[src/pkg/prcp_pkg.sv]
// Operation
// RL1: command letters match regardless of upper or lower case
// RL2: spaces and equals signs between letter and value are skipped
// RL3: spaces, commas, semicolons and colons around commands only separate
// RL4: zero command opens valve, waits zero delay, then zeroes sensor
// RL5: zero delay defaults to five seconds, operator may lengthen it
// RL6: positive rate applied up to maximum rate, overshoot low
// RL7: zero rate selects maximum rate, overshoot low
// RL8: negative rate selects maximum rate, overshoot normal
// RL9: command-set reset restores notation, request, status, lock, unit, wait
// RL10: notation one gives value and suffix; zero and two add state fields (two here gives state fields without value or suffix)
// RL11: notation three gives in-limit status and optional suffix only
// RL12: bus answers primary address only, never secondary addresses
// RL13: terminator selectable among four end-of-message forms
// RL14: custom unit command sets fifth slot, live if that slot selected
// RL15: tare on uses stored tare value; tare off disables tare
// RL16: first three unit selections map to configured unit choices
// RL17: three preset-rate commands apply three configured rates
// RL18: ratio commands scale last pressure setpoint by stored fraction
// RL19: preset commands select one of twelve stored preset values
// RL20: slew command with value also selects low overshoot mode
// RL21: wait command stores in-limit settling time
// RL22: request code picks in-limit, error, conversion events; top code all
// RL23: commands execute strictly in arrival order
package prcp_pkg;
    // timing
    localparam int CLK_PERIOD_NS = 25;
    localparam int NS_PER_SEC = 1000000000;
    localparam int SEC_CYCLES = NS_PER_SEC / CLK_PERIOD_NS;
    localparam logic [7:0] ZERO_DELAY_S = 8'h05;
    // register byte offsets
    localparam logic [7:0] A_RXCHR = 8'h00;
    localparam logic [7:0] A_CTRL = 8'h04;
    localparam logic [7:0] A_STAT = 8'h08;
    localparam logic [7:0] A_SETPT = 8'h0c;
    localparam logic [7:0] A_RATE = 8'h10;
    localparam logic [7:0] A_WAIT = 8'h14;
    localparam logic [7:0] A_TARE = 8'h18;
    localparam logic [7:0] A_MAXRATE = 8'h1c;
    localparam logic [7:0] A_FRATE0 = 8'h20;
    localparam logic [7:0] A_FRATE1 = 8'h24;
    localparam logic [7:0] A_FRATE2 = 8'h28;
    localparam logic [7:0] A_UNITCFG = 8'h2c;
    localparam logic [7:0] A_MISC = 8'h30;
    localparam logic [1:0] A_RATIO_HI = 2'h1;
    localparam logic [1:0] A_PRESET_HI = 2'h2;
    localparam int N_SLOTS = 12;
    // ctrl fields
    localparam int C_TERM_LO = 0;
    localparam int C_ADDR_LO = 2;
    localparam int C_ZDLY_LO = 8;
    localparam int C_CSRST = 16;
    // stat fields
    localparam int S_ERR = 15;
    // reset values
    localparam logic [2:0] RST_NOTATION = 3'h0;
    localparam logic [2:0] RST_SRQ = 3'h0;
    localparam logic [7:0] RST_STATUS = 8'h01;
    localparam logic [2:0] RST_UNITSEL = 3'h0;
    localparam logic [31:0] RST_WAIT = 32'h00000002;
    localparam logic [4:0] RST_S3_UNIT = 5'h10;
    localparam logic [4:0] UNIT_MAX = 5'h17;
    localparam logic [4:0] RST_BUSADDR = 5'h01;
    localparam logic [31:0] RST_MAXRATE = 32'h00000064;
    localparam int FRAC_BITS = 16;
    // characters
    localparam logic [7:0] CH_SP = 8'h20;
    localparam logic [7:0] CH_EQ = 8'h3d;
    localparam logic [7:0] CH_COMMA = 8'h2c;
    localparam logic [7:0] CH_SEMI = 8'h3b;
    localparam logic [7:0] CH_COLON = 8'h3a;
    localparam logic [7:0] CH_CR = 8'h0d;
    localparam logic [7:0] CH_LF = 8'h0a;
    localparam logic [7:0] CH_MINUS = 8'h2d;
    localparam logic [7:0] CH_0 = 8'h30;
    localparam logic [7:0] CH_9 = 8'h39;
    localparam logic [7:0] CH_LA = 8'h61;
    localparam logic [7:0] CH_LZ = 8'h7a;
    localparam logic [7:0] CASE_BIT = 8'h20;
    localparam logic [3:0] TEN = 4'ha;

    typedef enum logic [0:0] {
        PS_CMD = 1'b0,
        PS_VAL = 1'b1
    } prcp_pstate_t;

    typedef enum logic [1:0] {
        ZS_IDLE = 2'b00,
        ZS_WAIT = 2'b01,
        ZS_FIRE = 2'b10
    } prcp_zstate_t;

    typedef struct packed {
        logic [7:0] paddr;
        logic psel;
        logic penable;
        logic pwrite;
        logic [31:0] pwdata;
    } prcp_apb_req_t;

    typedef struct packed {
        logic [31:0] prdata;
        logic pready;
        logic pslverr;
    } prcp_apb_rsp_t;

    // which fields the talk response carries
    typedef struct packed {
        logic value_en;
        logic remloc_en;
        logic state_en;
        logic cfg_en;
        logic inlimit_en;
        logic suffix_en;
        logic full_en;
    } prcp_resp_t;
endpackage

[src/verilog/prcp_parser.sv]
`timescale 1ns/1ps
module prcp_parser #(
    parameter int SEC_CYC = prcp_pkg::SEC_CYCLES
) (
    input wire logic mclk_in,
    input wire logic rst_n_in,
    input wire prcp_pkg::prcp_apb_req_t apb_in,
    output prcp_pkg::prcp_apb_rsp_t apb_out,
    input wire logic [4:0] bus_addr_in,
    input wire logic bus_secondary_in,
    input wire logic in_limit_in,
    input wire logic error_in,
    input wire logic eoc_in,
    output logic addressed_out,
    output logic srq_out,
    output logic zero_valve_out,
    output logic sensor_zero_out,
    output prcp_pkg::prcp_resp_t resp_fmt_out,
    output logic [1:0] term_sel_out
);
    import prcp_pkg::*;

    function automatic logic [7:0] to_upper(input logic [7:0] c);
        if (c >= CH_LA && c <= CH_LZ) begin
            return c & ~CASE_BIT;
        end
        return c;
    endfunction

    function automatic logic is_sep(input logic [7:0] c);
        return c == CH_SP || c == CH_COMMA || c == CH_SEMI ||
            c == CH_COLON || c == CH_CR || c == CH_LF;
    endfunction

    function automatic logic [31:0] scale(input logic [31:0] p,
                                          input logic [31:0] r);
        logic signed [64:0] prod;
        prod = $signed(p) * $signed({1'b0, r});
        return prod[FRAC_BITS+31:FRAC_BITS];
    endfunction

    prcp_pstate_t ps_r;
    prcp_zstate_t zs_r;
    logic [7:0] cmd_r;
    logic [23:0] mag_r;
    logic neg_r, dig_r;
    logic [31:0] setpt_r, plast_r, rate_r, wait_r, tare_r, maxrate_r;
    logic [31:0] frate_r [3];
    logic [31:0] ratio_r [N_SLOTS];
    logic [31:0] preset_r [N_SLOTS];
    logic [14:0] unitcfg_r;
    logic [4:0] custom_r, busaddr_r;
    logic [2:0] notation_r, srqsel_r, unitsel_r;
    logic [7:0] status_r, zdly_r;
    logic [1:0] term_r;
    logic tare_on_r, lock_r, ovs_low_r, err_r;
    logic [31:0] sec_cnt_r;
    logic [7:0] zsec_r;
    logic [31:0] prdata_r;
    logic pslverr_r;

    // bus strobes
    logic setup, wr, ch_vld, cs_rst, exec, bad_cmd, skip_pre;
    logic [7:0] ch;
    logic [31:0] val;
    logic [3:0] idx;
    logic [3:0] aidx;
    assign setup = apb_in.psel & ~apb_in.penable;
    assign wr = apb_in.psel & apb_in.penable & apb_in.pwrite;
    assign aidx = apb_in.paddr[5:2];
    assign ch_vld = wr && apb_in.paddr == A_RXCHR;
    assign ch = to_upper(apb_in.pwdata[7:0]); // RL1
    assign cs_rst = wr && apb_in.paddr == A_CTRL && apb_in.pwdata[C_CSRST];
    assign val = neg_r ? -{8'h00, mag_r} : {8'h00, mag_r};
    assign idx = mag_r[3:0];

    // finishing a command: any non-value character after the letter, except a space or equals sign before the first digit
    assign skip_pre = !dig_r && (ch == CH_SP || ch == CH_EQ); // RL2
    assign exec = ch_vld && ps_r == PS_VAL && !(ch >= CH_0 && ch <= CH_9)
        && !skip_pre && !(ch == CH_MINUS && !dig_r); // RL23

    // character parser
    always_ff @(posedge mclk_in or negedge rst_n_in) begin
        if (!rst_n_in) begin
            ps_r <= PS_CMD;
            cmd_r <= 8'h00;
            mag_r <= 24'h000000;
            neg_r <= 1'b0;
            dig_r <= 1'b0;
        end else if (ch_vld) begin
            if (ps_r == PS_VAL && ch >= CH_0 && ch <= CH_9) begin
                mag_r <= 24'(mag_r * TEN + 24'(ch - CH_0));
                dig_r <= 1'b1;
            end else if (ps_r == PS_VAL && ch == CH_MINUS && !dig_r) begin
                neg_r <= 1'b1;
            end else if (is_sep(ch) || (ch == CH_EQ && !dig_r)) begin
                if (dig_r || ch != CH_SP) begin
                    ps_r <= (ch == CH_EQ) ? ps_r : PS_CMD; // RL3
                end
            end else begin
                ps_r <= PS_VAL;
                cmd_r <= ch;
                mag_r <= 24'h000000;
                neg_r <= 1'b0;
                dig_r <= 1'b0;
            end
        end
    end

    always_comb begin
        bad_cmd = 1'b0;
        case (cmd_r)
            "O", "P", "R", "M", "S", "T", "U", "V", "W", "/", "*", "J",
            "N", "I", "@", "B", "D", "F", "C": bad_cmd = 1'b0;
            default: bad_cmd = 1'b1;
        endcase
    end

    // pressure setpoint, ratio and preset
    always_ff @(posedge mclk_in or negedge rst_n_in) begin
        if (!rst_n_in) begin
            setpt_r <= 32'h00000000;
            plast_r <= 32'h00000000;
        end else if (exec) begin
            if (cmd_r == "P") begin
                setpt_r <= val;
                plast_r <= val;
            end else if (cmd_r == "/" && idx < 4'(N_SLOTS)) begin
                setpt_r <= scale(plast_r, ratio_r[idx]); // RL18
            end else if (cmd_r == "*" && idx < 4'(N_SLOTS)) begin
                setpt_r <= preset_r[idx]; // RL19
            end
        end
    end

    // slew rate and overshoot mode
    always_ff @(posedge mclk_in or negedge rst_n_in) begin
        if (!rst_n_in) begin
            rate_r <= RST_MAXRATE;
            ovs_low_r <= 1'b0;
        end else if (exec && cmd_r == "V") begin
            if (neg_r && dig_r && mag_r != 24'h000000) begin
                rate_r <= maxrate_r; // RL8
                ovs_low_r <= 1'b0;
            end else if (mag_r == 24'h000000) begin
                rate_r <= maxrate_r; // RL7
                ovs_low_r <= 1'b1;
            end else begin
                rate_r <= (val > maxrate_r) ? maxrate_r : val; // RL6
                ovs_low_r <= 1'b1; // RL20
            end
        end else if (exec && cmd_r == "J" && idx < 4'h3) begin
            rate_r <= frate_r[idx[1:0]]; // RL17
        end
    end

    // command-set state with reset defaults
    always_ff @(posedge mclk_in or negedge rst_n_in) begin
        if (!rst_n_in) begin
            notation_r <= RST_NOTATION;
            srqsel_r <= RST_SRQ;
            status_r <= RST_STATUS;
            lock_r <= 1'b0;
            unitsel_r <= RST_UNITSEL;
            wait_r <= RST_WAIT;
        end else if (cs_rst) begin
            notation_r <= RST_NOTATION; // RL9
            srqsel_r <= RST_SRQ;
            status_r <= RST_STATUS;
            lock_r <= 1'b0;
            unitsel_r <= RST_UNITSEL;
            wait_r <= RST_WAIT;
        end else if (exec) begin
            case (cmd_r)
                "N": if (idx <= 4'h4) notation_r <= idx[2:0];
                "I": if (idx <= 4'h7) srqsel_r <= idx[2:0];
                "@": status_r <= mag_r[7:0];
                "R": lock_r <= (idx != 4'h0);
                "M": lock_r <= 1'b0;
                "S": if (idx <= 4'h4) unitsel_r <= idx[2:0];
                "W": wait_r <= val; // RL21
                default: ;
            endcase
        end
    end

    // tare and custom unit slot
    always_ff @(posedge mclk_in or negedge rst_n_in) begin
        if (!rst_n_in) begin
            tare_r <= 32'h00000000;
            tare_on_r <= 1'b0;
            custom_r <= RST_S3_UNIT;
        end else if (exec) begin
            if (cmd_r == "B") begin
                tare_r <= val;
            end else if (cmd_r == "T") begin
                tare_on_r <= (idx == 4'h1); // RL15
            end else if (cmd_r == "U" && mag_r[4:0] != 5'h00 &&
                         mag_r <= 24'(UNIT_MAX)) begin
                custom_r <= mag_r[4:0]; // RL14
            end
        end
    end

    // parse error flag, new error wins over clear
    always_ff @(posedge mclk_in or negedge rst_n_in) begin
        if (!rst_n_in) begin
            err_r <= 1'b0;
        end else if (exec && bad_cmd) begin
            err_r <= 1'b1;
        end else if (wr && apb_in.paddr == A_STAT && apb_in.pwdata[S_ERR]) begin
            err_r <= 1'b0;
        end
    end

    // operator configuration
    always_ff @(posedge mclk_in or negedge rst_n_in) begin
        if (!rst_n_in) begin
            maxrate_r <= RST_MAXRATE;
            unitcfg_r <= 15'h0000;
            term_r <= 2'h0;
            busaddr_r <= RST_BUSADDR;
            zdly_r <= ZERO_DELAY_S; // RL5
            for (int i = 0; i < 3; i++) frate_r[i] <= 32'h00000000;
            for (int i = 0; i < N_SLOTS; i++) begin
                ratio_r[i] <= 32'h00000000;
                preset_r[i] <= 32'h00000000;
            end
        end else if (wr) begin
            case (apb_in.paddr)
                A_MAXRATE: maxrate_r <= apb_in.pwdata;
                A_FRATE0: frate_r[0] <= apb_in.pwdata;
                A_FRATE1: frate_r[1] <= apb_in.pwdata;
                A_FRATE2: frate_r[2] <= apb_in.pwdata;
                A_UNITCFG: unitcfg_r <= apb_in.pwdata[14:0]; // RL16
                A_CTRL: begin
                    term_r <= apb_in.pwdata[C_TERM_LO +: 2]; // RL13
                    busaddr_r <= apb_in.pwdata[C_ADDR_LO +: 5];
                    if (apb_in.pwdata[C_ZDLY_LO +: 8] >= ZERO_DELAY_S) begin
                        zdly_r <= apb_in.pwdata[C_ZDLY_LO +: 8]; // RL5
                    end
                end
                default: begin
                    if (aidx < 4'(N_SLOTS) &&
                        apb_in.paddr[7:6] == A_RATIO_HI) begin
                        ratio_r[aidx] <= apb_in.pwdata;
                    end
                    if (aidx < 4'(N_SLOTS) &&
                        apb_in.paddr[7:6] == A_PRESET_HI) begin
                        preset_r[aidx] <= apb_in.pwdata;
                    end
                end
            endcase
        end
    end

    // zeroing sequence: valve, delay in seconds, sensor zero
    always_ff @(posedge mclk_in or negedge rst_n_in) begin
        if (!rst_n_in) begin
            zs_r <= ZS_IDLE;
            sec_cnt_r <= 32'h00000000;
            zsec_r <= 8'h00;
        end else begin
            case (zs_r)
                ZS_IDLE: if (exec && cmd_r == "O" && idx == 4'h1) begin
                    zs_r <= ZS_WAIT; // RL4
                    sec_cnt_r <= 32'h00000000;
                    zsec_r <= 8'h00;
                end
                ZS_WAIT: begin
                    if (sec_cnt_r == 32'(SEC_CYC - 1)) begin
                        sec_cnt_r <= 32'h00000000;
                        zsec_r <= zsec_r + 8'h01;
                        if (zsec_r + 8'h01 >= zdly_r) zs_r <= ZS_FIRE; // RL4
                    end else begin
                        sec_cnt_r <= sec_cnt_r + 32'h00000001;
                    end
                end
                default: zs_r <= ZS_IDLE;
            endcase
        end
    end

    // outputs from state
    always_ff @(posedge mclk_in or negedge rst_n_in) begin
        if (!rst_n_in) begin
            zero_valve_out <= 1'b0;
            sensor_zero_out <= 1'b0;
            srq_out <= 1'b0;
            addressed_out <= 1'b0;
        end else begin
            zero_valve_out <= (zs_r == ZS_WAIT); // RL4
            sensor_zero_out <= (zs_r == ZS_FIRE);
            srq_out <= (in_limit_in & srqsel_r[0]) | // RL22
                (error_in & srqsel_r[1]) | (eoc_in & srqsel_r[2]);
            addressed_out <= !bus_secondary_in && // RL12
                bus_addr_in == busaddr_r;
        end
    end

    // response field selection per notation
    always_ff @(posedge mclk_in or negedge rst_n_in) begin
        if (!rst_n_in) begin
            resp_fmt_out <= '0;
        end else begin
            case (notation_r)
                3'h0: resp_fmt_out <= 7'b1110010; // RL10
                3'h1: resp_fmt_out <= 7'b1000010; // RL10
                3'h2: resp_fmt_out <= 7'b0111000; // RL10
                3'h3: resp_fmt_out <= 7'b0000110; // RL11
                3'h4: resp_fmt_out <= 7'b0000001;
                default: resp_fmt_out <= '0;
            endcase
        end
    end
    assign term_sel_out = term_r; // RL13

    // current unit number for status readback
    logic [4:0] unit_cur;
    always_comb begin
        case (unitsel_r)
            3'h0: unit_cur = unitcfg_r[4:0]; // RL16
            3'h1: unit_cur = unitcfg_r[9:5];
            3'h2: unit_cur = unitcfg_r[14:10];
            3'h4: unit_cur = custom_r; // RL14
            default: unit_cur = RST_S3_UNIT;
        endcase
    end

    // read data captured in setup phase, no wait states
    always_ff @(posedge mclk_in or negedge rst_n_in) begin
        if (!rst_n_in) begin
            prdata_r <= 32'h00000000;
            pslverr_r <= 1'b0;
        end else if (setup) begin
            pslverr_r <= 1'b0;
            prdata_r <= 32'h00000000;
            case (apb_in.paddr)
                A_RXCHR: prdata_r <= 32'h00000000;
                A_CTRL: prdata_r <= {16'h0000, zdly_r, 1'b0, busaddr_r, term_r};
                A_STAT: prdata_r <= {16'h0000, err_r, unit_cur, srqsel_r,
                    notation_r, ovs_low_r, lock_r, tare_on_r,
                    zs_r != ZS_IDLE};
                A_SETPT: prdata_r <= setpt_r;
                A_RATE: prdata_r <= rate_r;
                A_WAIT: prdata_r <= wait_r;
                A_TARE: prdata_r <= tare_r;
                A_MAXRATE: prdata_r <= maxrate_r;
                A_FRATE0: prdata_r <= frate_r[0];
                A_FRATE1: prdata_r <= frate_r[1];
                A_FRATE2: prdata_r <= frate_r[2];
                A_UNITCFG: prdata_r <= {17'h00000, unitcfg_r};
                A_MISC: prdata_r <= {19'h00000, custom_r, status_r};
                default: begin
                    if (aidx < 4'(N_SLOTS) &&
                        apb_in.paddr[7:6] == A_RATIO_HI) begin
                        prdata_r <= ratio_r[aidx];
                    end else if (aidx < 4'(N_SLOTS) &&
                                 apb_in.paddr[7:6] == A_PRESET_HI) begin
                        prdata_r <= preset_r[aidx];
                    end else begin
                        pslverr_r <= 1'b1;
                    end
                end
            endcase
        end
    end

    assign apb_out.prdata = prdata_r;
    assign apb_out.pslverr = pslverr_r & apb_in.psel & apb_in.penable;
    assign apb_out.pready = 1'b1;
endmodule

[config.mk]
export PLATFORM = sky130hd
export DESIGN_NAME = prcp_parser
export DESIGN_NICKNAME = d
export VERILOG_FILES = /design/src/pkg/prcp_pkg.sv /design/src/verilog/prcp_parser.sv
export SDC_FILE = /design/constraint.sdc
export NUM_CORES = 2
export LEC_CHECK = 0
export BUFFER_PORTS_ARGS = -buffer_cell sky130_fd_sc_hd__clkbuf_2
export CAP_MARGIN = 0
export CORE_MARGIN = 10
export CORE_UTILIZATION = 36
export DETAILED_ROUTE_END_ITERATION = 6
export SYNTH_ARGS = -nofsm -noshare
export SYNTH_HDL_FRONTEND = slang
export SYNTH_SLANG_ARGS = --single-unit
[constraint.sdc]
create_clock -name mclk_in -period 17.63 [get_ports mclk_in]
set_clock_uncertainty 0.15 [all_clocks]
set_input_delay 0.8815 -clock mclk_in [delete_from_list [all_inputs] [get_ports mclk_in]]
set_output_delay 0.8815 -clock mclk_in [all_outputs]
set_load 0.02 [all_outputs]
==> metrics.csv <==
metric;value;unit
area_delta_synth_final;8.87;%
place.gp.congestion;0.949;
ys.flop_type;dfrtp_1;
postSynth.asyncResetShare;100;%
totalNegativeSetupSlack;0;ns
wirelength;302;mm
io_pins;101;
start_util;36.2;%
switching_power;1.54;mW
synth_edf_count;0;
tightest_slew;1.62;ns
clock_sinks;1232;
synthCells;8473;
grt_pass1_vias;71000;
pwr-share-clk;43.4;%
swShare;25.2;%
rrSetupSlack;6.24;ns
post-dp-hpwl;211;mm
ir_worst_vdd;0.0000832;V
cellPowerDensity;59.4;nW/um^2
grt_usage;20.9;%
power.internal;4.55;mW
clock-root-buffer;clkbuf_16;
syn_area_per_cell;11.1;um^2
grt_max_degree;163;
via_per_inst;5.64;
fmax;87.8;MHz
globalRouteOverflowTotal;0;
drt-pass1-iter-count;6;
critPathLaunchType;flop;
cts_resized;0;
rsz0062_at_grt;false;
yosys.area.top_type;dfrtp_1;
p_leak;48.2;nW
final_max_slew_viol_count;2;
critical_path_arrival;11.88;ns
final-hold-violation-count;0;
r2r-start;mag_r[0];
drc;0;
nets;9406;
min_period;11.39;ns
netlist_area;94100;um^2
grt_pass1_wl;460;mm
path_class;reg -> reg;
mostFrequentLayoutCells;1215 x dfrtp_1, 910 x mux2_2, 878 x inv_1;
drt_iter0_drc;5983;
vias;66900;
synth_cell_types;82;
cts_tree;done;
max-slew-margin-rel;-8.78;%
worst_r2r_path_depth;27;
layout-drive-gt1-share;22.6;%
routedWlPerCell;25.5;um
netlist.area_leader.share;32.4;%
portBuffers;99;
syn_nets;9617;
cp_max_fo;37;
fillers;24800;
final_common_cell;dfrtp_1;
cts_made_buffers;117;
antenna_left;0;
worstPathRequired;18.12;ns
insertion_delay;0.78;ns
status;finished, violations left;
period_share;64.6;%
finalSetupViolCount;0;
maxCapViolCount;2;
die_x;531;um
synthTopCellsByArea;dfrtp_1 32%, fa_1 17%, mux2_2 11%, mux4_2 9.1%, ha_1 4.1%;
coreArea;260000;um^2
cts_max_level;3;
yosys_warnings;0;
synth_seq_cells;1232;
antenna_found_initial;20;
cp-end-kind;flop;
violations;capacitance limit, slew limit;
ctsHoldBuffers;0;
hp-class;in -> async;
pwr-share-comb;7.9;%
finalPower;6.09;mW
dieArea;282000;um^2
p_seq_share;48.7;%
die-height;531;um
cts_setup_buffers;0;
timing.rr.end;setpt_r[29];
cts_max_path_buffers;3;
rows;187;
path_clk_slew;0.06;ns
yosysSeqAreaShare;32.8;%
[how the worst max path moves through the flow]
| stage | startpoint | to | slack [ns] | cells after the start |
|---|---|---|---|---|
| after floorplan | mag_r[0] | setpt_r[29] | 7.87 | 34 |
| after global placement | mag_r[0] | setpt_r[29] | 6.29 | 27 |
| after detailed placement | mag_r[0] | setpt_r[29] | 6.28 | 27 |
| after CTS | mag_r[0] | setpt_r[29] | 6.17 | 27 |
| after global routing | mag_r[0] | setpt_r[29] | 5.76 | 27 |
| final | mag_r[0] | setpt_r[29] | 6.24 | 27 |
[state kept, by name, indices dropped and copies added, names as in the netlist, 5 cells and up]
signal        cells
preset_r        384
setpt_r          32
cmd_r             8
ratio_r         384
tare_r           32
zdly_r            8
status_r          8
sec_cnt_r        32
wait_r           32
resp_fmt_out      6
frate_r          96
mag_r            24
maxrate_r        32
unitcfg_r        15
busaddr_r         5
prdata_r         32
plast_r          32
custom_r          5
rate_r           32
zsec_r            8
[kinds of logic after synthesis]
group | synth area share (%)
AO/OA/AOI/OAI | 6.71
XOR/XNOR | 1.28
adder cells (fa/ha/maj) | 20.7
buffers and inverters | 6.10
flip-flops | 32.8
multiplexers | 22.1
other | 0.00398
AND/OR/NAND/NOR | 10.3
[layout make-up]
class                      instances  area, um^2  share of cell area (%)
multi-input combinational       5733       57900                    56.5
sequential                      1232       30900                    30.1
tap                             3496        4370                    4.27
clock buffer                     169        3350                    3.27
inverter                         880        3300                    3.22
timing repair buffer             298        2060                    2.01
clock inverter                    44         559                   0.546
antenna                           12        30.0                  0.0293
[stage by stage]
stage	cells	area (um^2)	utilization, %	hold slack, ns	setup WS, ns
after detailed placement	11600	98600	37.9	0.312	6.28
after floorplan	8473	94100	-	0.289	7.87
after CTS	11900	102000	39.4	0.0602	6.17
after global placement	11600	98600	37.9	0.301	6.29
final	11900	102000	39.4	0.0350	6.24
after global routing	11900	102000	39.4	0.110	5.76
[worst max-delay path, cell delays in order (launching register included)]
cell      delay (ns)
dfrtp_4         0.97
buf_4           0.69
buf_4           0.70
mux4_2          0.59
mux2i_1         0.21
o21ai_2         0.08
buf_4           0.26
and2_1          0.25
fa_1            0.56
fa_1            0.45
fa_1            0.53
inv_1           0.05
fa_1            0.47
inv_1           0.06
fa_1            0.48
fa_1            0.58
fa_1            0.44
fa_1            0.47
ha_1            0.38
a211oi_1        0.35
nand2_1         0.10
nor4_1          0.72
a21oi_2         0.19
a21o_1          0.30
a221o_1         0.36
or3_1           0.32
a21o_1          0.18
a32o_1          0.21
[per-layer routing]
layer	global-route usage (%)	wire length, um
met5	0	35
met4	10.1	16900
met3	3.73	22100
met2	34.2	142000
met1	26.9	122000
[power groups by stage]
stage / clock [mW] / sequential [mW] / combinational, mW
floorplan: 0 / 3.00 / 0.279
global placement: 0 / 3.01 / 0.474
detailed placement: 0 / 3.02 / 0.483
CTS: 2.68 / 2.96 / 0.485
global route: 2.78 / 2.97 / 0.521
finish: 2.64 / 2.97 / 0.484
[Yosys cell counts, drive strengths merged, types with 6 or more instances]
cell type,number
a211oi,19
a21o,41
a21oi,178
a221oi,76
a22o,57
a22oi,49
a31oi,8
a41oi,8
and2,541
and3,51
buf,119
clkbuf,509
dfrtp,1220
dfstp,12
fa,782
ha,308
inv,879
mux2,910
mux2i,200
mux4,381
nand2,859
nand2b,26
nand3,120
nand3b,6
nand4,38
nor2,245
nor2b,31
nor3,31
nor3b,11
nor4,14
o211ai,18
o21a,20
o21ai,437
o21bai,6
o311ai,10
o31ai,15
or2,8
or3,12
xnor2,84
xor2,54
(Power assumes the default switching activity.)
